<file path="src/core/acfg_defs.svh">
// register indices, field positions, reset values and timing figures of the config bank
// assumes inclusion by bare name from every file that needs them
`ifndef ACFG_DEFS_SVH
`define ACFG_DEFS_SVH

`define ACFG_IDX_BURST_COUNT   9'h041
`define ACFG_IDX_DIGITAL_BW    9'h042
`define ACFG_IDX_BURST_PAIR    9'h044
`define ACFG_IDX_OVR_POWER     9'h045
`define ACFG_IDX_SKEW_AB       9'h0a9
`define ACFG_IDX_SKEW_CD       9'h0ac
`define ACFG_IDX_THRESH_LEVEL  9'h0c3
`define ACFG_IDX_THRESH_ENABLE 9'h0c4
`define ACFG_IDX_TUNE_0        9'h0cf
`define ACFG_IDX_TUNE_1        9'h0d4
`define ACFG_IDX_TUNE_2        9'h0d5
`define ACFG_IDX_TUNE_45       9'h0d7
`define ACFG_IDX_TUNE_67       9'h0db
`define ACFG_IDX_TUNE_8_10     9'h0f0
`define ACFG_IDX_SWING_TUNE    9'h0f1
`define ACFG_IDX_IRQ_STATUS    9'h100
`define ACFG_IDX_IRQ_MASK      9'h101

// writable bits of each register; everything else reads zero
`define ACFG_MASK_BURST_COUNT  8'h1f
`define ACFG_MASK_DIGITAL_BW   8'h0f
`define ACFG_MASK_BURST_PAIR   8'hc5
`define ACFG_MASK_OVR_POWER    8'h0d
`define ACFG_MASK_SKEW         8'h78
`define ACFG_MASK_THRESH_EN    8'h80
`define ACFG_MASK_TUNE_0       8'h08
`define ACFG_MASK_TUNE_HI      8'h80
`define ACFG_MASK_TUNE_45      8'h0c
`define ACFG_MASK_TUNE_67      8'h30
`define ACFG_MASK_TUNE_8_10    8'h38
`define ACFG_MASK_SWING_TUNE   8'ha3
`define ACFG_MASK_IRQ          8'h03

`define ACFG_RESET_VALUE       8'h00
`define ACFG_THRESH_DEFAULT    8'he6

`define ACFG_POS_AUTO_BURST    0
`define ACFG_POS_HIGH_EXP      1
`define ACFG_POS_LOW_EXP       0
`define ACFG_POS_BW_SELECT     2
`define ACFG_POS_DIGITAL_EN    3
`define ACFG_POS_NS_DISABLE    0
`define ACFG_POS_EMBED_OVR     2
`define ACFG_POS_BURST_AB      6
`define ACFG_POS_BURST_CD      7
`define ACFG_POS_PIN_FUNC      0
`define ACFG_POS_GLOBAL_PD     2
`define ACFG_POS_OVR_SOURCE    3
`define ACFG_POS_SKEW          3
`define ACFG_POS_THRESH_EN     7
`define ACFG_POS_NS_OVERRIDE   7
`define ACFG_POS_IRQ_OVERLOAD  0
`define ACFG_POS_IRQ_WAKE      1

`define ACFG_HIGH_EXP_BASE     5'h0a
`define ACFG_LOW_EXP_BASE      5'h0d
`define ACFG_FULL_SCALE        23'h001fff
`define ACFG_THRESH_DIVISOR    23'h0000ff
`define ACFG_FAST_OVR_LATENCY  7
`define ACFG_CLK_MHZ           100
`define ACFG_WAKE_FULL_US      100
`define ACFG_WAKE_STANDBY_US   10

`endif

</file>
<file path="src/core/acfg_pkg.sv">
// types and small lookups shared by the config bank files
// assumes acfg_defs.svh is on the include path
package acfg_pkg;

  typedef enum logic [1:0] {
    ACFG_RUN     = 2'b00,
    ACFG_STANDBY = 2'b01,
    ACFG_OFF     = 2'b10,
    ACFG_WAKE    = 2'b11
  } acfg_power_e;

  typedef struct packed {
    logic       wr;
    logic       rd;
    logic [8:0] idx;
    logic [7:0] wdata;
  } acfg_reg_req_s;

  typedef struct packed {
    logic [7:0] threshold;
    logic       source_normal;
    logic       embed_lsb;
    logic [3:0] burst_chan;
  } acfg_ovr_cfg_s;

  typedef logic signed [9:0] acfg_skew_ps_t;

  function automatic acfg_skew_ps_t acfg_skew_ps(input logic [3:0] code);
    case (code)
      4'h0:    return 10'sh000;
      4'h1:    return -10'sh01e;
      4'h2:    return 10'sh046;
      4'h3:    return 10'sh01e;
      4'h4:    return -10'sh096;
      4'h5:    return -10'sh0b4;
      4'h6:    return -10'sh046;
      4'h7:    return -10'sh06e;
      4'h8:    return 10'sh10e;
      4'h9:    return 10'sh0e6;
      4'ha:    return 10'sh154;
      4'hb:    return 10'sh12c;
      4'hc:    return 10'sh08c;
      4'hd:    return 10'sh06e;
      4'he:    return 10'sh0c8;
      default: return 10'sh0aa;
    endcase
  endfunction

  function automatic logic [31:0] acfg_pow2(input logic [4:0] e);
    return 32'h1 << e;
  endfunction

endpackage

</file>
<file path="src/core/acfg_avalon_slave.sv">
// avalon-mm slave front end: one wait cycle, then the access completes
// assumes a master that holds its request until waitrequest is low
`timescale 1ns/1ps
`default_nettype none
module acfg_avalon_slave (
  input  wire logic                    core_clk_i,
  input  wire logic                    reset_i,
  input  wire logic [10:0]             avs_address_i,
  input  wire logic                    avs_read_i,
  input  wire logic                    avs_write_i,
  input  wire logic [31:0]             avs_writedata_i,
  input  wire logic [3:0]              avs_byteenable_i,
  output logic                         avs_waitrequest_o,
  output logic [31:0]                  avs_readdata_o,
  output acfg_pkg::acfg_reg_req_s      req_o,
  input  wire logic [7:0]              rdata_i
);
  import acfg_pkg::*;

  logic done_reg;
  logic busy;

  assign busy              = avs_read_i | avs_write_i;
  assign avs_waitrequest_o = busy & ~done_reg;
  // write lands on the edge where waitrequest is seen low
  assign req_o.wr    = avs_write_i & done_reg & avs_byteenable_i[0];
  assign req_o.rd    = avs_read_i & ~done_reg;
  assign req_o.idx   = avs_address_i[10:2];
  assign req_o.wdata = avs_writedata_i[7:0];

  always_ff @(posedge core_clk_i) begin
    if (reset_i) begin
      done_reg <= 1'b0;
    end else begin
      done_reg <= busy & ~done_reg;
    end
  end

  // read data captured a cycle early so it stands at the completing edge
  always_ff @(posedge core_clk_i) begin
    if (reset_i) begin
      avs_readdata_o <= 32'h0;
    end else if (req_o.rd) begin
      avs_readdata_o <= {24'h0, rdata_i};
    end
  end
endmodule
`default_nettype wire

</file>
<file path="src/core/acfg_overload_detect.sv">
// per-channel overload detector, overrange select and lsb embedding
// assumes sample_en_i marks one output clock; samples are twos complement
`timescale 1ns/1ps
`default_nettype none
`include "acfg_defs.svh"
module acfg_overload_detect #(
  parameter int CHANNELS = 4,
  parameter int WIDTH    = 14
) (
  input  wire logic                              core_clk_i,
  input  wire logic                              reset_i,
  input  wire logic                              sample_en_i,
  input  wire logic [CHANNELS-1:0][WIDTH-1:0]    sample_data_i,
  input  wire logic [CHANNELS-1:0]               normal_ovr_i,
  input  wire acfg_pkg::acfg_ovr_cfg_s           cfg_i,
  output logic [CHANNELS-1:0][WIDTH-1:0]         data_o,
  output logic [CHANNELS-1:0]                    overrange_o,
  output logic                                   fast_event_o
);
  import acfg_pkg::*;

  localparam int LAT = `ACFG_FAST_OVR_LATENCY;

  logic [LAT-1:0][CHANNELS-1:0] fast_pipe_reg;
  logic [CHANNELS-1:0]          trip;
  logic [CHANNELS-1:0]          ovr_sel;

  always_comb begin
    logic [WIDTH-1:0] mag;
    mag = '0;
    for (int c = 0; c < CHANNELS; c++) begin
      mag = sample_data_i[c][WIDTH-1] ? WIDTH'(-sample_data_i[c]) : sample_data_i[c];
      // cross-multiplied so no divider is needed
      trip[c] = (23'(mag) * `ACFG_THRESH_DIVISOR) >
                (`ACFG_FULL_SCALE * 23'(cfg_i.threshold));
    end
  end

  always_ff @(posedge core_clk_i) begin
    if (reset_i) begin
      fast_pipe_reg <= '0;
    end else if (sample_en_i) begin
      fast_pipe_reg <= {fast_pipe_reg[LAT-2:0], trip};
    end
  end

  assign ovr_sel = cfg_i.source_normal ? normal_ovr_i : fast_pipe_reg[LAT-1];
  assign fast_event_o = sample_en_i & (|fast_pipe_reg[LAT-1]);

  always_ff @(posedge core_clk_i) begin
    if (reset_i) begin
      data_o      <= '0;
      overrange_o <= '0;
    end else if (sample_en_i) begin
      overrange_o <= ovr_sel;
      for (int c = 0; c < CHANNELS; c++) begin
        data_o[c] <= sample_data_i[c];
        if (cfg_i.embed_lsb && cfg_i.burst_chan[c]) begin
          data_o[c][0] <= ovr_sel[c];
        end
      end
    end
  end
endmodule
`default_nettype wire

</file>
<file path="src/core/acfg_regs.sv">
// configuration register bank for a quad converter digital back end
// assumes a single 100 mhz clock, avalon-mm master, raw pins for sleep and noise shaping
`timescale 1ns/1ps
`default_nettype none
`include "acfg_defs.svh"
module acfg_regs #(
  parameter int CHANNELS      = 4,
  parameter int WIDTH         = 14,
  parameter int WAKE_FULL_CYC = `ACFG_WAKE_FULL_US * `ACFG_CLK_MHZ
) (
  input  wire logic                           core_clk_i,
  input  wire logic                           reset_i,
  input  wire logic [10:0]                    avs_address_i,
  input  wire logic                           avs_read_i,
  input  wire logic                           avs_write_i,
  input  wire logic [31:0]                    avs_writedata_i,
  input  wire logic [3:0]                     avs_byteenable_i,
  output logic                                avs_waitrequest_o,
  output logic [31:0]                         avs_readdata_o,
  input  wire logic                           sample_en_i,
  input  wire logic [CHANNELS-1:0][WIDTH-1:0] sample_data_i,
  input  wire logic [CHANNELS-1:0]            normal_ovr_i,
  input  wire logic                           noise_shaping_pin_i,
  input  wire logic                           sleep_pin_i,
  output logic [CHANNELS-1:0][WIDTH-1:0]      data_o,
  output logic [CHANNELS-1:0]                 overrange_flag_o,
  output logic [31:0]                         high_res_count_o,
  output logic [31:0]                         low_res_count_o,
  output logic                                auto_burst_o,
  output logic                                long_sample_enable_pair_ab_o,
  output logic                                long_sample_enable_pair_cd_o,
  output logic                                digital_features_enable_o,
  output logic                                noise_shaping_bandwidth_select_o,
  output logic                                noise_shaping_off_o,
  output logic                                global_power_down_o,
  output logic                                standby_o,
  output logic                                power_ready_o,
  output acfg_pkg::acfg_skew_ps_t             out_clock_skew_pair_ab_ps_o,
  output acfg_pkg::acfg_skew_ps_t             out_clock_skew_pair_cd_ps_o,
  output logic                                swing_custom_enable_o,
  output logic [13:0]                         tuning_bits_o,
  output logic                                irq_o
);
  import acfg_pkg::*;

  localparam int          WAKE_STBY_CYC = `ACFG_WAKE_STANDBY_US * `ACFG_CLK_MHZ;
  localparam logic [13:0] FULL_LOAD     = 14'(WAKE_FULL_CYC);
  localparam logic [13:0] STBY_LOAD     = 14'(WAKE_STBY_CYC);

  acfg_reg_req_s req;
  logic [7:0]    rdata;

  logic [7:0] burst_count_reg;
  logic [7:0] digital_bw_reg;
  logic [7:0] burst_pair_reg;
  logic [7:0] ovr_power_reg;
  logic [7:0] skew_ab_reg;
  logic [7:0] skew_cd_reg;
  logic [7:0] thresh_level_reg;
  logic [7:0] thresh_enable_reg;
  logic       thresh_written_reg;
  logic [7:0] tune_0_reg;
  logic [7:0] tune_1_reg;
  logic [7:0] tune_2_reg;
  logic [7:0] tune_45_reg;
  logic [7:0] tune_67_reg;
  logic [7:0] tune_8_10_reg;
  logic [7:0] swing_tune_reg;
  logic [7:0] irq_status_reg;
  logic [7:0] irq_mask_reg;
  logic [7:0] irq_set;
  logic [7:0] thresh_view;

  logic ns_pin_meta_reg;
  logic ns_pin_sync_reg;
  logic sleep_meta_reg;
  logic sleep_sync_reg;

  acfg_power_e power_reg;
  acfg_power_e power_next;
  logic [13:0] wake_cnt_reg;
  logic        pd_req;
  logic        sb_req;
  logic        wake_done;

  acfg_ovr_cfg_s ovr_cfg;
  logic          fast_event;

  acfg_avalon_slave u_slave (
    .core_clk_i        (core_clk_i),
    .reset_i           (reset_i),
    .avs_address_i     (avs_address_i),
    .avs_read_i        (avs_read_i),
    .avs_write_i       (avs_write_i),
    .avs_writedata_i   (avs_writedata_i),
    .avs_byteenable_i  (avs_byteenable_i),
    .avs_waitrequest_o (avs_waitrequest_o),
    .avs_readdata_o    (avs_readdata_o),
    .req_o             (req),
    .rdata_i           (rdata)
  );

  // reserved positions are masked off so they always read zero
  always_ff @(posedge core_clk_i) begin
    if (reset_i) begin
      burst_count_reg   <= `ACFG_RESET_VALUE;
      digital_bw_reg    <= `ACFG_RESET_VALUE;
      burst_pair_reg    <= `ACFG_RESET_VALUE;
      ovr_power_reg     <= `ACFG_RESET_VALUE;
      skew_ab_reg       <= `ACFG_RESET_VALUE;
      skew_cd_reg       <= `ACFG_RESET_VALUE;
      thresh_level_reg  <= `ACFG_RESET_VALUE;
      thresh_enable_reg <= `ACFG_RESET_VALUE;
      tune_0_reg        <= `ACFG_RESET_VALUE;
      tune_1_reg        <= `ACFG_RESET_VALUE;
      tune_2_reg        <= `ACFG_RESET_VALUE;
      tune_45_reg       <= `ACFG_RESET_VALUE;
      tune_67_reg       <= `ACFG_RESET_VALUE;
      tune_8_10_reg     <= `ACFG_RESET_VALUE;
      swing_tune_reg    <= `ACFG_RESET_VALUE;
      irq_mask_reg      <= `ACFG_RESET_VALUE;
    end else if (req.wr) begin
      case (req.idx)
        `ACFG_IDX_BURST_COUNT:   burst_count_reg   <= req.wdata & `ACFG_MASK_BURST_COUNT;
        `ACFG_IDX_DIGITAL_BW:    digital_bw_reg    <= req.wdata & `ACFG_MASK_DIGITAL_BW;
        `ACFG_IDX_BURST_PAIR:    burst_pair_reg    <= req.wdata & `ACFG_MASK_BURST_PAIR;
        `ACFG_IDX_OVR_POWER:     ovr_power_reg     <= req.wdata & `ACFG_MASK_OVR_POWER;
        `ACFG_IDX_SKEW_AB:       skew_ab_reg       <= req.wdata & `ACFG_MASK_SKEW;
        `ACFG_IDX_SKEW_CD:       skew_cd_reg       <= req.wdata & `ACFG_MASK_SKEW;
        `ACFG_IDX_THRESH_LEVEL:  thresh_level_reg  <= req.wdata;
        `ACFG_IDX_THRESH_ENABLE: thresh_enable_reg <= req.wdata & `ACFG_MASK_THRESH_EN;
        `ACFG_IDX_TUNE_0:        tune_0_reg        <= req.wdata & `ACFG_MASK_TUNE_0;
        `ACFG_IDX_TUNE_1:        tune_1_reg        <= req.wdata & `ACFG_MASK_TUNE_HI;
        `ACFG_IDX_TUNE_2:        tune_2_reg        <= req.wdata & `ACFG_MASK_TUNE_HI;
        `ACFG_IDX_TUNE_45:       tune_45_reg       <= req.wdata & `ACFG_MASK_TUNE_45;
        `ACFG_IDX_TUNE_67:       tune_67_reg       <= req.wdata & `ACFG_MASK_TUNE_67;
        `ACFG_IDX_TUNE_8_10:     tune_8_10_reg     <= req.wdata & `ACFG_MASK_TUNE_8_10;
        `ACFG_IDX_SWING_TUNE:    swing_tune_reg    <= req.wdata & `ACFG_MASK_SWING_TUNE;
        `ACFG_IDX_IRQ_MASK:      irq_mask_reg      <= req.wdata & `ACFG_MASK_IRQ;
        default: ;
      endcase
    end
  end

  // threshold reads its default while the enable bit is set and software has not yet written a level
  always_ff @(posedge core_clk_i) begin
    if (reset_i) begin
      thresh_written_reg <= 1'b0;
    end else if (req.wr && req.idx == `ACFG_IDX_THRESH_LEVEL) begin
      thresh_written_reg <= 1'b1;
    end
  end

  assign thresh_view = (thresh_enable_reg[`ACFG_POS_THRESH_EN] && !thresh_written_reg)
                       ? `ACFG_THRESH_DEFAULT : thresh_level_reg;

  always_comb begin
    case (req.idx)
      `ACFG_IDX_BURST_COUNT:   rdata = burst_count_reg;
      `ACFG_IDX_DIGITAL_BW:    rdata = digital_bw_reg;
      `ACFG_IDX_BURST_PAIR:    rdata = burst_pair_reg;
      `ACFG_IDX_OVR_POWER:     rdata = ovr_power_reg;
      `ACFG_IDX_SKEW_AB:       rdata = skew_ab_reg;
      `ACFG_IDX_SKEW_CD:       rdata = skew_cd_reg;
      `ACFG_IDX_THRESH_LEVEL:  rdata = thresh_view;
      `ACFG_IDX_THRESH_ENABLE: rdata = thresh_enable_reg;
      `ACFG_IDX_TUNE_0:        rdata = tune_0_reg;
      `ACFG_IDX_TUNE_1:        rdata = tune_1_reg;
      `ACFG_IDX_TUNE_2:        rdata = tune_2_reg;
      `ACFG_IDX_TUNE_45:       rdata = tune_45_reg;
      `ACFG_IDX_TUNE_67:       rdata = tune_67_reg;
      `ACFG_IDX_TUNE_8_10:     rdata = tune_8_10_reg;
      `ACFG_IDX_SWING_TUNE:    rdata = swing_tune_reg;
      `ACFG_IDX_IRQ_STATUS:    rdata = irq_status_reg;
      `ACFG_IDX_IRQ_MASK:      rdata = irq_mask_reg;
      default:                 rdata = 8'h00;
    endcase
  end

  // burst sample counts, exponents zero-extended before the add
  assign high_res_count_o = acfg_pow2(`ACFG_HIGH_EXP_BASE +
                            5'(burst_count_reg[`ACFG_POS_HIGH_EXP +: 4]));
  assign low_res_count_o  = acfg_pow2(`ACFG_LOW_EXP_BASE +
                            5'(burst_count_reg[`ACFG_POS_HIGH_EXP +: 4]) +
                            5'(digital_bw_reg[`ACFG_POS_LOW_EXP +: 2]));
  assign auto_burst_o     = burst_count_reg[`ACFG_POS_AUTO_BURST];

  assign long_sample_enable_pair_ab_o = burst_pair_reg[`ACFG_POS_BURST_AB];
  assign long_sample_enable_pair_cd_o = burst_pair_reg[`ACFG_POS_BURST_CD];

  assign digital_features_enable_o        = digital_bw_reg[`ACFG_POS_DIGITAL_EN];
  assign noise_shaping_bandwidth_select_o = digital_bw_reg[`ACFG_POS_BW_SELECT];

  // pins are asynchronous; first stage feeds only the second
  always_ff @(posedge core_clk_i) begin
    if (reset_i) begin
      ns_pin_meta_reg <= 1'b0;
      ns_pin_sync_reg <= 1'b0;
      sleep_meta_reg  <= 1'b0;
      sleep_sync_reg  <= 1'b0;
    end else begin
      ns_pin_meta_reg <= noise_shaping_pin_i;
      ns_pin_sync_reg <= ns_pin_meta_reg;
      sleep_meta_reg  <= sleep_pin_i;
      sleep_sync_reg  <= sleep_meta_reg;
    end
  end

  // pin high asks for noise shaping off, like the register bit
  assign noise_shaping_off_o = swing_tune_reg[`ACFG_POS_NS_OVERRIDE]
                               ? burst_pair_reg[`ACFG_POS_NS_DISABLE]
                               : ns_pin_sync_reg;

  assign pd_req = ovr_power_reg[`ACFG_POS_GLOBAL_PD] |
                  (sleep_sync_reg & ovr_power_reg[`ACFG_POS_PIN_FUNC]);
  assign sb_req = sleep_sync_reg & ~ovr_power_reg[`ACFG_POS_PIN_FUNC];

  always_comb begin
    power_next = power_reg;
    unique case (power_reg)
      ACFG_RUN: begin
        if (pd_req) begin
          power_next = ACFG_OFF;
        end else if (sb_req) begin
          power_next = ACFG_STANDBY;
        end
      end
      ACFG_STANDBY: begin
        if (pd_req) begin
          power_next = ACFG_OFF;
        end else if (!sb_req) begin
          power_next = ACFG_WAKE;
        end
      end
      ACFG_OFF: begin
        if (!pd_req) begin
          power_next = sb_req ? ACFG_STANDBY : ACFG_WAKE;
        end
      end
      ACFG_WAKE: begin
        if (pd_req) begin
          power_next = ACFG_OFF;
        end else if (sb_req) begin
          power_next = ACFG_STANDBY;
        end else if (wake_cnt_reg == 14'h1) begin
          power_next = ACFG_RUN;
        end
      end
    endcase
  end

  assign wake_done = (power_reg == ACFG_WAKE) && (power_next == ACFG_RUN);

  always_ff @(posedge core_clk_i) begin
    if (reset_i) begin
      power_reg <= ACFG_RUN;
    end else begin
      power_reg <= power_next;
    end
  end

  // wake time depends on how deep the block slept
  always_ff @(posedge core_clk_i) begin
    if (reset_i) begin
      wake_cnt_reg <= 14'h0;
    end else if (power_next == ACFG_WAKE && power_reg == ACFG_OFF) begin
      wake_cnt_reg <= FULL_LOAD;
    end else if (power_next == ACFG_WAKE && power_reg == ACFG_STANDBY) begin
      wake_cnt_reg <= STBY_LOAD;
    end else if (power_reg == ACFG_WAKE && wake_cnt_reg != 14'h0) begin
      wake_cnt_reg <= wake_cnt_reg - 14'h1;
    end
  end

  assign global_power_down_o = (power_reg == ACFG_OFF);
  assign standby_o           = (power_reg == ACFG_STANDBY);
  assign power_ready_o       = (power_reg == ACFG_RUN);

  assign out_clock_skew_pair_ab_ps_o = acfg_skew_ps(skew_ab_reg[`ACFG_POS_SKEW +: 4]);
  assign out_clock_skew_pair_cd_ps_o = acfg_skew_ps(skew_cd_reg[`ACFG_POS_SKEW +: 4]);

  // the two "do not use" codes fall back to the fixed swing
  assign swing_custom_enable_o = (swing_tune_reg[1:0] == 2'b11);

  // stored only, except the low three bits, which also drive logic here; the analog side interprets these
  assign tuning_bits_o = {swing_tune_reg[5], tune_8_10_reg[5:3], tune_67_reg[5:4],
                          tune_45_reg[3:2], tune_2_reg[7], tune_1_reg[7], tune_0_reg[3],
                          thresh_enable_reg[7], digital_bw_reg[3], burst_pair_reg[0]};

  always_comb begin
    ovr_cfg               = '0;
    ovr_cfg.threshold     = thresh_view;
    ovr_cfg.source_normal = ovr_power_reg[`ACFG_POS_OVR_SOURCE];
    ovr_cfg.embed_lsb     = burst_pair_reg[`ACFG_POS_EMBED_OVR];
    ovr_cfg.burst_chan    = {{2{burst_pair_reg[`ACFG_POS_BURST_CD]}},
                             {2{burst_pair_reg[`ACFG_POS_BURST_AB]}}};
  end

  acfg_overload_detect #(
    .CHANNELS (CHANNELS),
    .WIDTH    (WIDTH)
  ) u_detect (
    .core_clk_i    (core_clk_i),
    .reset_i       (reset_i),
    .sample_en_i   (sample_en_i),
    .sample_data_i (sample_data_i),
    .normal_ovr_i  (normal_ovr_i),
    .cfg_i         (ovr_cfg),
    .data_o        (data_o),
    .overrange_o   (overrange_flag_o),
    .fast_event_o  (fast_event)
  );

  always_comb begin
    irq_set                         = 8'h00;
    irq_set[`ACFG_POS_IRQ_OVERLOAD] = fast_event;
    irq_set[`ACFG_POS_IRQ_WAKE]     = wake_done;
  end

  // a new event in the clearing cycle survives the clear
  always_ff @(posedge core_clk_i) begin
    if (reset_i) begin
      irq_status_reg <= `ACFG_RESET_VALUE;
    end else if (req.wr && req.idx == `ACFG_IDX_IRQ_STATUS) begin
      irq_status_reg <= (irq_status_reg & ~req.wdata) | irq_set;
    end else begin
      irq_status_reg <= irq_status_reg | irq_set;
    end
  end

  assign irq_o = |(irq_status_reg & irq_mask_reg);
endmodule
`default_nettype wire

</file>
<file path="config.mk">
export PLATFORM = sky130hd
export DESIGN_NAME = acfg_regs
export DESIGN_NICKNAME = d
export VERILOG_FILES = /design/src/core/acfg_pkg.sv /design/src/core/acfg_avalon_slave.sv /design/src/core/acfg_overload_detect.sv /design/src/core/acfg_regs.sv
export VERILOG_INCLUDE_DIRS = /design/src /design/src/core
export SDC_FILE = /design/constraint.sdc
export NUM_CORES = 1
export LEC_CHECK = 0
export BUFFER_PORTS_ARGS = -buffer_cell sky130_fd_sc_hd__buf_4
export CORE_ASPECT_RATIO = 1.5
export CORE_MARGIN = 2
export CORE_UTILIZATION = 63
export DETAILED_ROUTE_END_ITERATION = 8
export PLACE_DENSITY = 0.9
export SLEW_MARGIN = 40
export SYNTH_ARGS = -nofsm -noshare
export SYNTH_HDL_FRONTEND = slang
export SYNTH_SLANG_ARGS = --single-unit
</file>
<file path="constraint.sdc">
create_clock -name core_clk_i -period 11.6 [get_ports core_clk_i]
set_input_delay 1.74 -clock core_clk_i [delete_from_list [all_inputs] [get_ports core_clk_i]]
set_output_delay 1.74 -clock core_clk_i [all_outputs]
set_load 0.01 [all_outputs]
</file>
==> summary.txt, run 1 <==
Run status
  – Outcome: finished, final reports clean

Yosys
  – Cell variety after synth: 93
  – Ys flop type: dfxtp_1
  – Ys async rst share: 0%
  – Xor and xnor area share after synthesis: 7.07%
  – EDFF count, synth: 0
  – Cell Area, Synth: 24200 um^2
  – Mean Syn Cell Area: 8.66 um^2
  – Post-synthesis sequential area ratio: 15.9%
  – Largest family of logic cells by synthesized area: adder cells
  – Mux contribution to synthesized area: 5.54%
  – #FFs+latches synth: 193
  – Cell taking the most area after synthesis: fa_1
  – Share of Yosys cell area claimed by the top area cell type: 18.3%
  – Yosys Warn Count: 0
  – Top cells by area, synth: fa_1 18%, ha_1 18%, dfxtp_1 16%, inv_1 7.7%, mux2i_1 5.1%
  – Compound-gate portion of the synthesized area: 12.0%
  – Synth Area in Simple Gates: 13.5%
  – Adder-cell share of the synthesized area: 36.0%
  – Mapped Cells: 2800

Timing
  – Setup TNS: 0 ps
  – Relative slew margins: 39.0%
  – Actual slew at the worst max-slew pin: 908 ps
  – Slew Limit Fails: 0
  – Final clock skew: 8.16 ps
  – Unrepaired setup endpoints after global routing: false
  – Final period util: 76.2%
  – FMAX: 113 MHz
  – Final setup vio count: 0
  – Minimum clock period: 8840 ps
  – Final Hold Viols: 0

Route
  – Vias: 20600
  – Routed met2 length: 33400 um
  – Metal3 WL: 3120 um
  – 1st-pass router iterations: 6
  – WL met1: 22100 um
  – Drt drc: 0
  – Final WL: 62600 um
  – Highest routed metal layer: met4
  – Via density per instance: 5.86
  – DRT iter0 DRCs: 1526
  – Antenna-violating nets left: 0
  – Drt wl/cell: 17.8 um

Cells and area
  – Commonest non-fill, non-tap cell in the layout: inv_1
  – # diodes: 0
  – Ratio of cells with drive above 1 in the final layout: 11.6%
  – Max reg flops: 56
  – Commonest cells after routing, fill and taps aside: 498 x inv_1, 341 x ha_1, 258 x nor2_1, 255 x buf_4, 222 x fa_1
  – Final net count: 3690
  – Area growth from synthesis to layout: 11.7%
  – Non-filler cells, final: 3521

GRT
  – Total track usage: 31.5%
  – Largest net degree at the start of global routing: 103
  – First-pass GRT wire length: 102000 um
  – Vias in the first global route: 21800
  – Initial antenna violation count: 0
  – Total grt overflow: 0

Clock tree
  – Postcts setup bufs: 0
  – Root Driver: clkbuf_16
  – Hold-fix buffers at CTS: 0
  – # H-tree levels: 4
  – CTS Buf Count: 17
  – Clock edge transition at the registers on the reported setup and hold paths: 80 ps
  – Clk_lat worst skew: 470 ps
  – Clock buffer depth: 2
  – Sink Count: 193
  – # resized after CTS: 0
  – CTS tree: yes

Min path
  – Worst min path class: register to register

Worst setup path
  – Worst Setup Start Kind: input pin
  – Critical path required time: 12010 ps
  – CP max FO: 6
  – Crit path kind: input pin to register
  – Endpoint type of the worst setup path: register
  – Most frequent CP cell: inv_1
  – Crit-path slowest cell: fa_1
  – Worst Path Arrival: 9250 ps
  – Max stage delay on crit path: 630 ps

Placed design
  – Final GP Congestion: 0.952
  – Number of I/O port buffers: 252
  – Hpwl dp: 50900 um
  – Post-Place Cells: 3489

Floorplan
  – Initial Utilization: 63.4%
  – Die Y-Extent: 244 um
  – Die Footprint: 40100 um^2
  – Die X: 164 um
  – Rows: 88
  – Core area: 38200 um^2
  – IO Count: 316

Job
  – Max_cap viols: 0
==> through the flow <==
step,setup WS (ps),instance area (um^2),util (%),hold slack [ps]
2_1_floorplan,3420,24400,-,414
3_3_place_gp,2610,26400,69.1,432
3_5_place_dp,2460,26400,69.1,429
4_1_cts,2860,27100,70.8,464
5_1_grt,2360,27100,70.9,486
6_report,2760,27100,70.9,464
==> synthesized netlist by cell type, types with 28 or more instances <==
master / number
nand2_1: 134
nor3_1: 45
nand3_1: 51
inv_1: 498
fa_1: 222
o21ai_0: 70
mux2i_1: 124
buf_4: 37
clkbuf_1: 41
xnor2_1: 134
nand2b_1: 28
nor2_1: 258
a21o_1: 42
a21oi_1: 149
dfxtp_1: 193
ha_1: 341
xor2_1: 56
==> layer usage <==
| metal | global-route usage [%] | up-vias |
|---|---|---|
| li1 | - | 9598 |
| met1 | 31.9 | 10000 |
| met2 | 59.9 | 757 |
| met3 | 4.17 | 258 |
| met4 | 19.0 | 0 |
| met5 | 0 | - |
==> worst paths after layout <==
check                                           end                                   start  depth (start not counted)  slack [ps]
min          u_slave.avs_readdata_o[1]$_SDFFE_PP0P_  u_slave.avs_readdata_o[1]$_SDFFE_PP0P_                          2         460
max          u_detect.fast_pipe_reg[1]$_SDFFE_PP0P_                       sample_data_i[14]                         31        2760
max reg2reg  u_detect.fast_pipe_reg[3]$_SDFFE_PP0P_       thresh_enable_reg[7]$_SDFFE_PP0P_                         26        4350
min reg2reg  u_slave.avs_readdata_o[1]$_SDFFE_PP0P_  u_slave.avs_readdata_o[1]$_SDFFE_PP0P_                          2         460
==> final cells by class <==
cell class	count	area [um^2]
clock buffer	17	425
clock inverter	15	230
fill	2781	11100
inverter	503	1890
multi-input combinational	2042	18100
sequential	193	3860
tap	495	619
timing repair buffer	256	1930
==> logic make-up (layout without fill, tap and decap cells) <==
| kind of cell | after synthesis | after routing |
|---|---|---|
| multiplexers | 132 | 132 |
| XOR/XNOR | 193 | 193 |
| AND/OR/NAND/NOR | 675 | 675 |
| other | 1 | 34 |
| adder cells (fa/ha/maj) | 565 | 565 |
| flip-flops | 193 | 193 |
| buffers and inverters | 598 | 791 |
| AO/OA/AOI/OAI | 443 | 443 |
==> critical path, delay by kind of cell <==
kind / cells / cell delay [ps]
XOR/XNOR: 2 / 550
buffers and inverters: 6 / 750
adder cells (fa/ha/maj): 6 / 2880
AO/OA/AOI/OAI: 8 / 1750
AND/OR/NAND/NOR: 9 / 1600
Power of run 1 is not shown: default switching activity piles up to over one toggle a cycle in this logic, so the estimate is an artifact.
==> run 2: changes to the inputs <==
--- a/config.mk
+++ b/config.mk
@@ -6,12 +6,13 @@
 export SDC_FILE = /design/constraint.sdc
 export NUM_CORES = 1
 export LEC_CHECK = 0
+export ABC_AREA = 1
 export BUFFER_PORTS_ARGS = -buffer_cell sky130_fd_sc_hd__buf_4
 export CORE_ASPECT_RATIO = 1.5
 export CORE_MARGIN = 2
-export CORE_UTILIZATION = 63
+export CORE_UTILIZATION = 55
 export DETAILED_ROUTE_END_ITERATION = 8
-export PLACE_DENSITY = 0.9
+export PLACE_DENSITY = 0.83
 export SLEW_MARGIN = 40
 export SYNTH_ARGS = -nofsm -noshare
 export SYNTH_HDL_FRONTEND = slang
==> constraint.sdc (replaced) <==
create_clock -name core_clk_i -period 7.55 [get_ports core_clk_i]
set_input_delay 1.1325 -clock core_clk_i [delete_from_list [all_inputs] [get_ports core_clk_i]]
set_output_delay 1.1325 -clock core_clk_i [all_outputs]
set_load 0.01 [all_outputs]
==> run 2 against run 1 <==
  * Non-clock buffer count up 52
  * First-iteration DRC count decreased by 20%
  * Cell count grew 23%
  * Clock skew increased by 15 ps
  * Count of clock-buffer cells in the layout stayed put
  * Synthesized cell count rose by 24%
  * Sequential cell count stayed put
  * Critical endpoint is now u_detect.fast_pipe_reg[0]$_SDFFE_PP0P_
==> summary.txt, run 2 <==
Run status
  – Outcome: finished, final reports clean

Timing
  – Final Hold Viols: 0
  – Actual slew at the worst max-slew pin: 896 ps
  – Unrepaired setup endpoints after global routing: false
  – Final period util: 93.2%
  – FMAX: 142 MHz
  – Final setup vio count: 0
  – Slew Limit Fails: 0
  – Final WS setup: 511 ps
  – Minimum clock period: 7040 ps
  – Final clock skew: 22.8 ps
  – Relative slew margins: 40.1%
  – Setup TNS: 0 ps

Placed design
  – Final GP Congestion: 0.933
  – Hpwl dp: 53700 um
  – Dpl ws: 25.2 ps
  – Number of I/O port buffers: 252

Worst setup path
  – Setup slack, reg-to-reg: 510 ps
  – Critical path required time: 7920 ps
  – CP Buf/Inv Count: 4
  – Worst Path Arrival: 7410 ps
  – Critical Path End: u_detect.fast_pipe_reg[0]$_SDFFE_PP0P_
  – Crit-path slowest cell: fa_1
  – Crit path depth: 26
  – Reg2Reg Capture Point: u_detect.fast_pipe_reg[0]$_SDFFE_PP0P_
  – R2R cell count: 26
  – CP max FO: 8
  – Most frequent CP cell: nand2_1
  – Endpoint type of the worst setup path: register
  – Max stage delay on crit path: 730 ps
  – Worst Setup Start Kind: register
  – Reg-to-reg startpoint: thresh_enable_reg[7]$_SDFFE_PP0P_
  – Crit path kind: register to register
  – Delay-heaviest family, CP: adder cells
  – CP startpoint: thresh_enable_reg[7]$_SDFFE_PP0P_

Job
  – Max_cap viols: 0

Route
  – Metal3 WL: 2760 um
  – Via density per instance: 5.27
  – Final WL: 65400 um
  – Highest routed metal layer: met4
  – Vias: 22800
  – 1st-pass router iterations: 6
  – DRT iter0 DRCs: 1228
  – Drt drc: 0
  – Routed met2 length: 34500 um
  – Drt wl/cell: 15.1 um
  – Antenna-violating nets left: 0
  – WL met1: 24500 um

Yosys
  – Ys flop type: dfxtp_1
  – Most frequent cells after synthesis: 759 x inv_1, 522 x nand2_1, 350 x nor2_1
  – Xor and xnor area share after synthesis: 6.04%
  – Top cells by area, synth: fa_1 18%, ha_1 17%, dfxtp_1 15%, inv_1 11%, nand2_1 7.8%
  – Synth Area in Simple Gates: 18.5%
  – Largest family of logic cells by synthesized area: adder cells
  – Cell Area, Synth: 25200 um^2
  – Adder-cell share of the synthesized area: 34.6%
  – Yosys Warn Count: 0
  – Mapped Cells: 3459
  – Mux contribution to synthesized area: 0%
  – Cell taking the most area after synthesis: fa_1
  – Mean Syn Cell Area: 7.28 um^2
  – Ys async rst share: 0%
  – Count leader, synth: inv_1
  – Share of Yosys cell area claimed by the top area cell type: 17.6%
  – Compound-gate portion of the synthesized area: 12.1%
  – #FFs+latches synth: 193
  – Post-synthesis sequential area ratio: 15.3%
  – Cell variety after synth: 53
  – EDFF count, synth: 0

GRT
  – Total track usage: 28.0%
  – Initial antenna violation count: 2
  – First-pass GRT wire length: 107000 um
  – Largest net degree at the start of global routing: 123
  – Vias in the first global route: 23100
  – Total grt overflow: 0

Clock tree
  – Clk_lat worst skew: 480 ps
  – Postcts setup bufs: 0
  – Sink Count: 193
  – Root Driver: clkbuf_16
  – # resized after CTS: 0
  – CTS Buf Count: 17
  – Clock edge transition at the registers on the reported setup and hold paths: 90 ps
  – Hold-fix buffers at CTS: 0
  – CTS tree: yes
  – Clock buffer depth: 2
  – # H-tree levels: 4

Floorplan
  – Initial Utilization: 55.3%
  – Rows: 96
  – Die Footprint: 47500 um^2
  – IO Count: 316
  – Die X: 179 um
  – Core area: 45500 um^2
  – Die Y-Extent: 266 um

Cells and area
  – Max reg flops: 56
  – Ratio of cells with drive above 1 in the final layout: 10.6%
  – Area growth from synthesis to layout: 13.1%
  – Fillers: 3989
  – Commonest non-fill, non-tap cell in the layout: inv_1
  – Final net count: 4409
  – Commonest cells after routing, fill and taps aside: 757 x inv_1, 522 x nand2_1, 349 x nor2_1, 341 x ha_1, 307 x buf_4

Min path
  – Worst min path class: register to register
run 2: cell types whose count changed after synthesis, sizes merged, moves of 17 or more:
cell | before | now
o21ai | 74 | 202
a21oi | 152 | 260
a211oi | 24 | 7
xor2 | 59 | 136
nand2b | 28 | 0
nor2 | 260 | 352
nor2b | 26 | 0
nand3 | 51 | 124
a21o | 42 | 9
nand2 | 135 | 529
mux2i | 124 | 0
or3 | 20 | 0
xnor2 | 134 | 32
inv | 502 | 772
run 2: area by class of cell:
class | count | area [um^2] | area share (%)
multi-input combinational | 2439 | 18100 | 63.5
sequential | 193 | 3860 | 13.6
inverter | 773 | 2910 | 10.2
timing repair buffer | 308 | 2320 | 8.13
tap | 588 | 736 | 2.58
clock buffer | 17 | 425 | 1.49
clock inverter | 14 | 160 | 0.562
antenna | 2 | 5.00 | 0.0176
run 2: how the worst min path moves through the flow:
stage / from / end / slack [ps] / cells after the start
after global placement: sleep_meta_reg$_SDFF_PP0_ / sleep_sync_reg$_SDFF_PP0_ / 420 / 2
after detailed placement: sleep_meta_reg$_SDFF_PP0_ / sleep_sync_reg$_SDFF_PP0_ / 420 / 2
after CTS: sleep_meta_reg$_SDFF_PP0_ / sleep_sync_reg$_SDFF_PP0_ / 440 / 2
after floorplan: ns_pin_meta_reg$_SDFF_PP0_ / ns_pin_sync_reg$_SDFF_PP0_ / 390 / 2
after global routing: sleep_meta_reg$_SDFF_PP0_ / sleep_sync_reg$_SDFF_PP0_ / 440 / 2
final: sleep_meta_reg$_SDFF_PP0_ / sleep_sync_reg$_SDFF_PP0_ / 430 / 2
run 2: routing by layer:
metal,up-vias,GRT usage [%]
met5,-,0
met2,652,52.5
li1,11300,-
met3,209,3.11
met4,0,15.4
met1,10700,30.1
run 2: through the flow:
stage / hold WS [ps] / util [%] / instances / area, um^2
6_report: 432 / 62.6 / 4334 / 28500
4_1_cts: 436 / 62.5 / 4332 / 28500
2_1_floorplan: 388 / - / 3492 / 25300
3_5_place_dp: 422 / 61.3 / 4301 / 27900
5_1_grt: 441 / 62.6 / 4334 / 28500
3_3_place_gp: 421 / 61.2 / 4301 / 27900
run 2: tightest hold or removal path: cells and delay by family, from the launching register on:
kind / cells / cell delay (ps)
simple gates: 1 / 40
flops: 1 / 310
buf+inv: 1 / 40
run 2: cells by family (layout without fill, tap and decap cells):
| group | Yosys count | after routing |
|---|---|---|
| buffers and inverters | 860 | 1112 |
| adder cells (fa/ha/maj) | 563 | 563 |
| AND/OR/NAND/NOR | 1114 | 1114 |
| XOR/XNOR | 168 | 168 |
| flip-flops | 193 | 193 |
| other | 1 | 36 |
| AO/OA/AOI/OAI | 560 | 560 |
Power of run 2 is left out for the same reason.
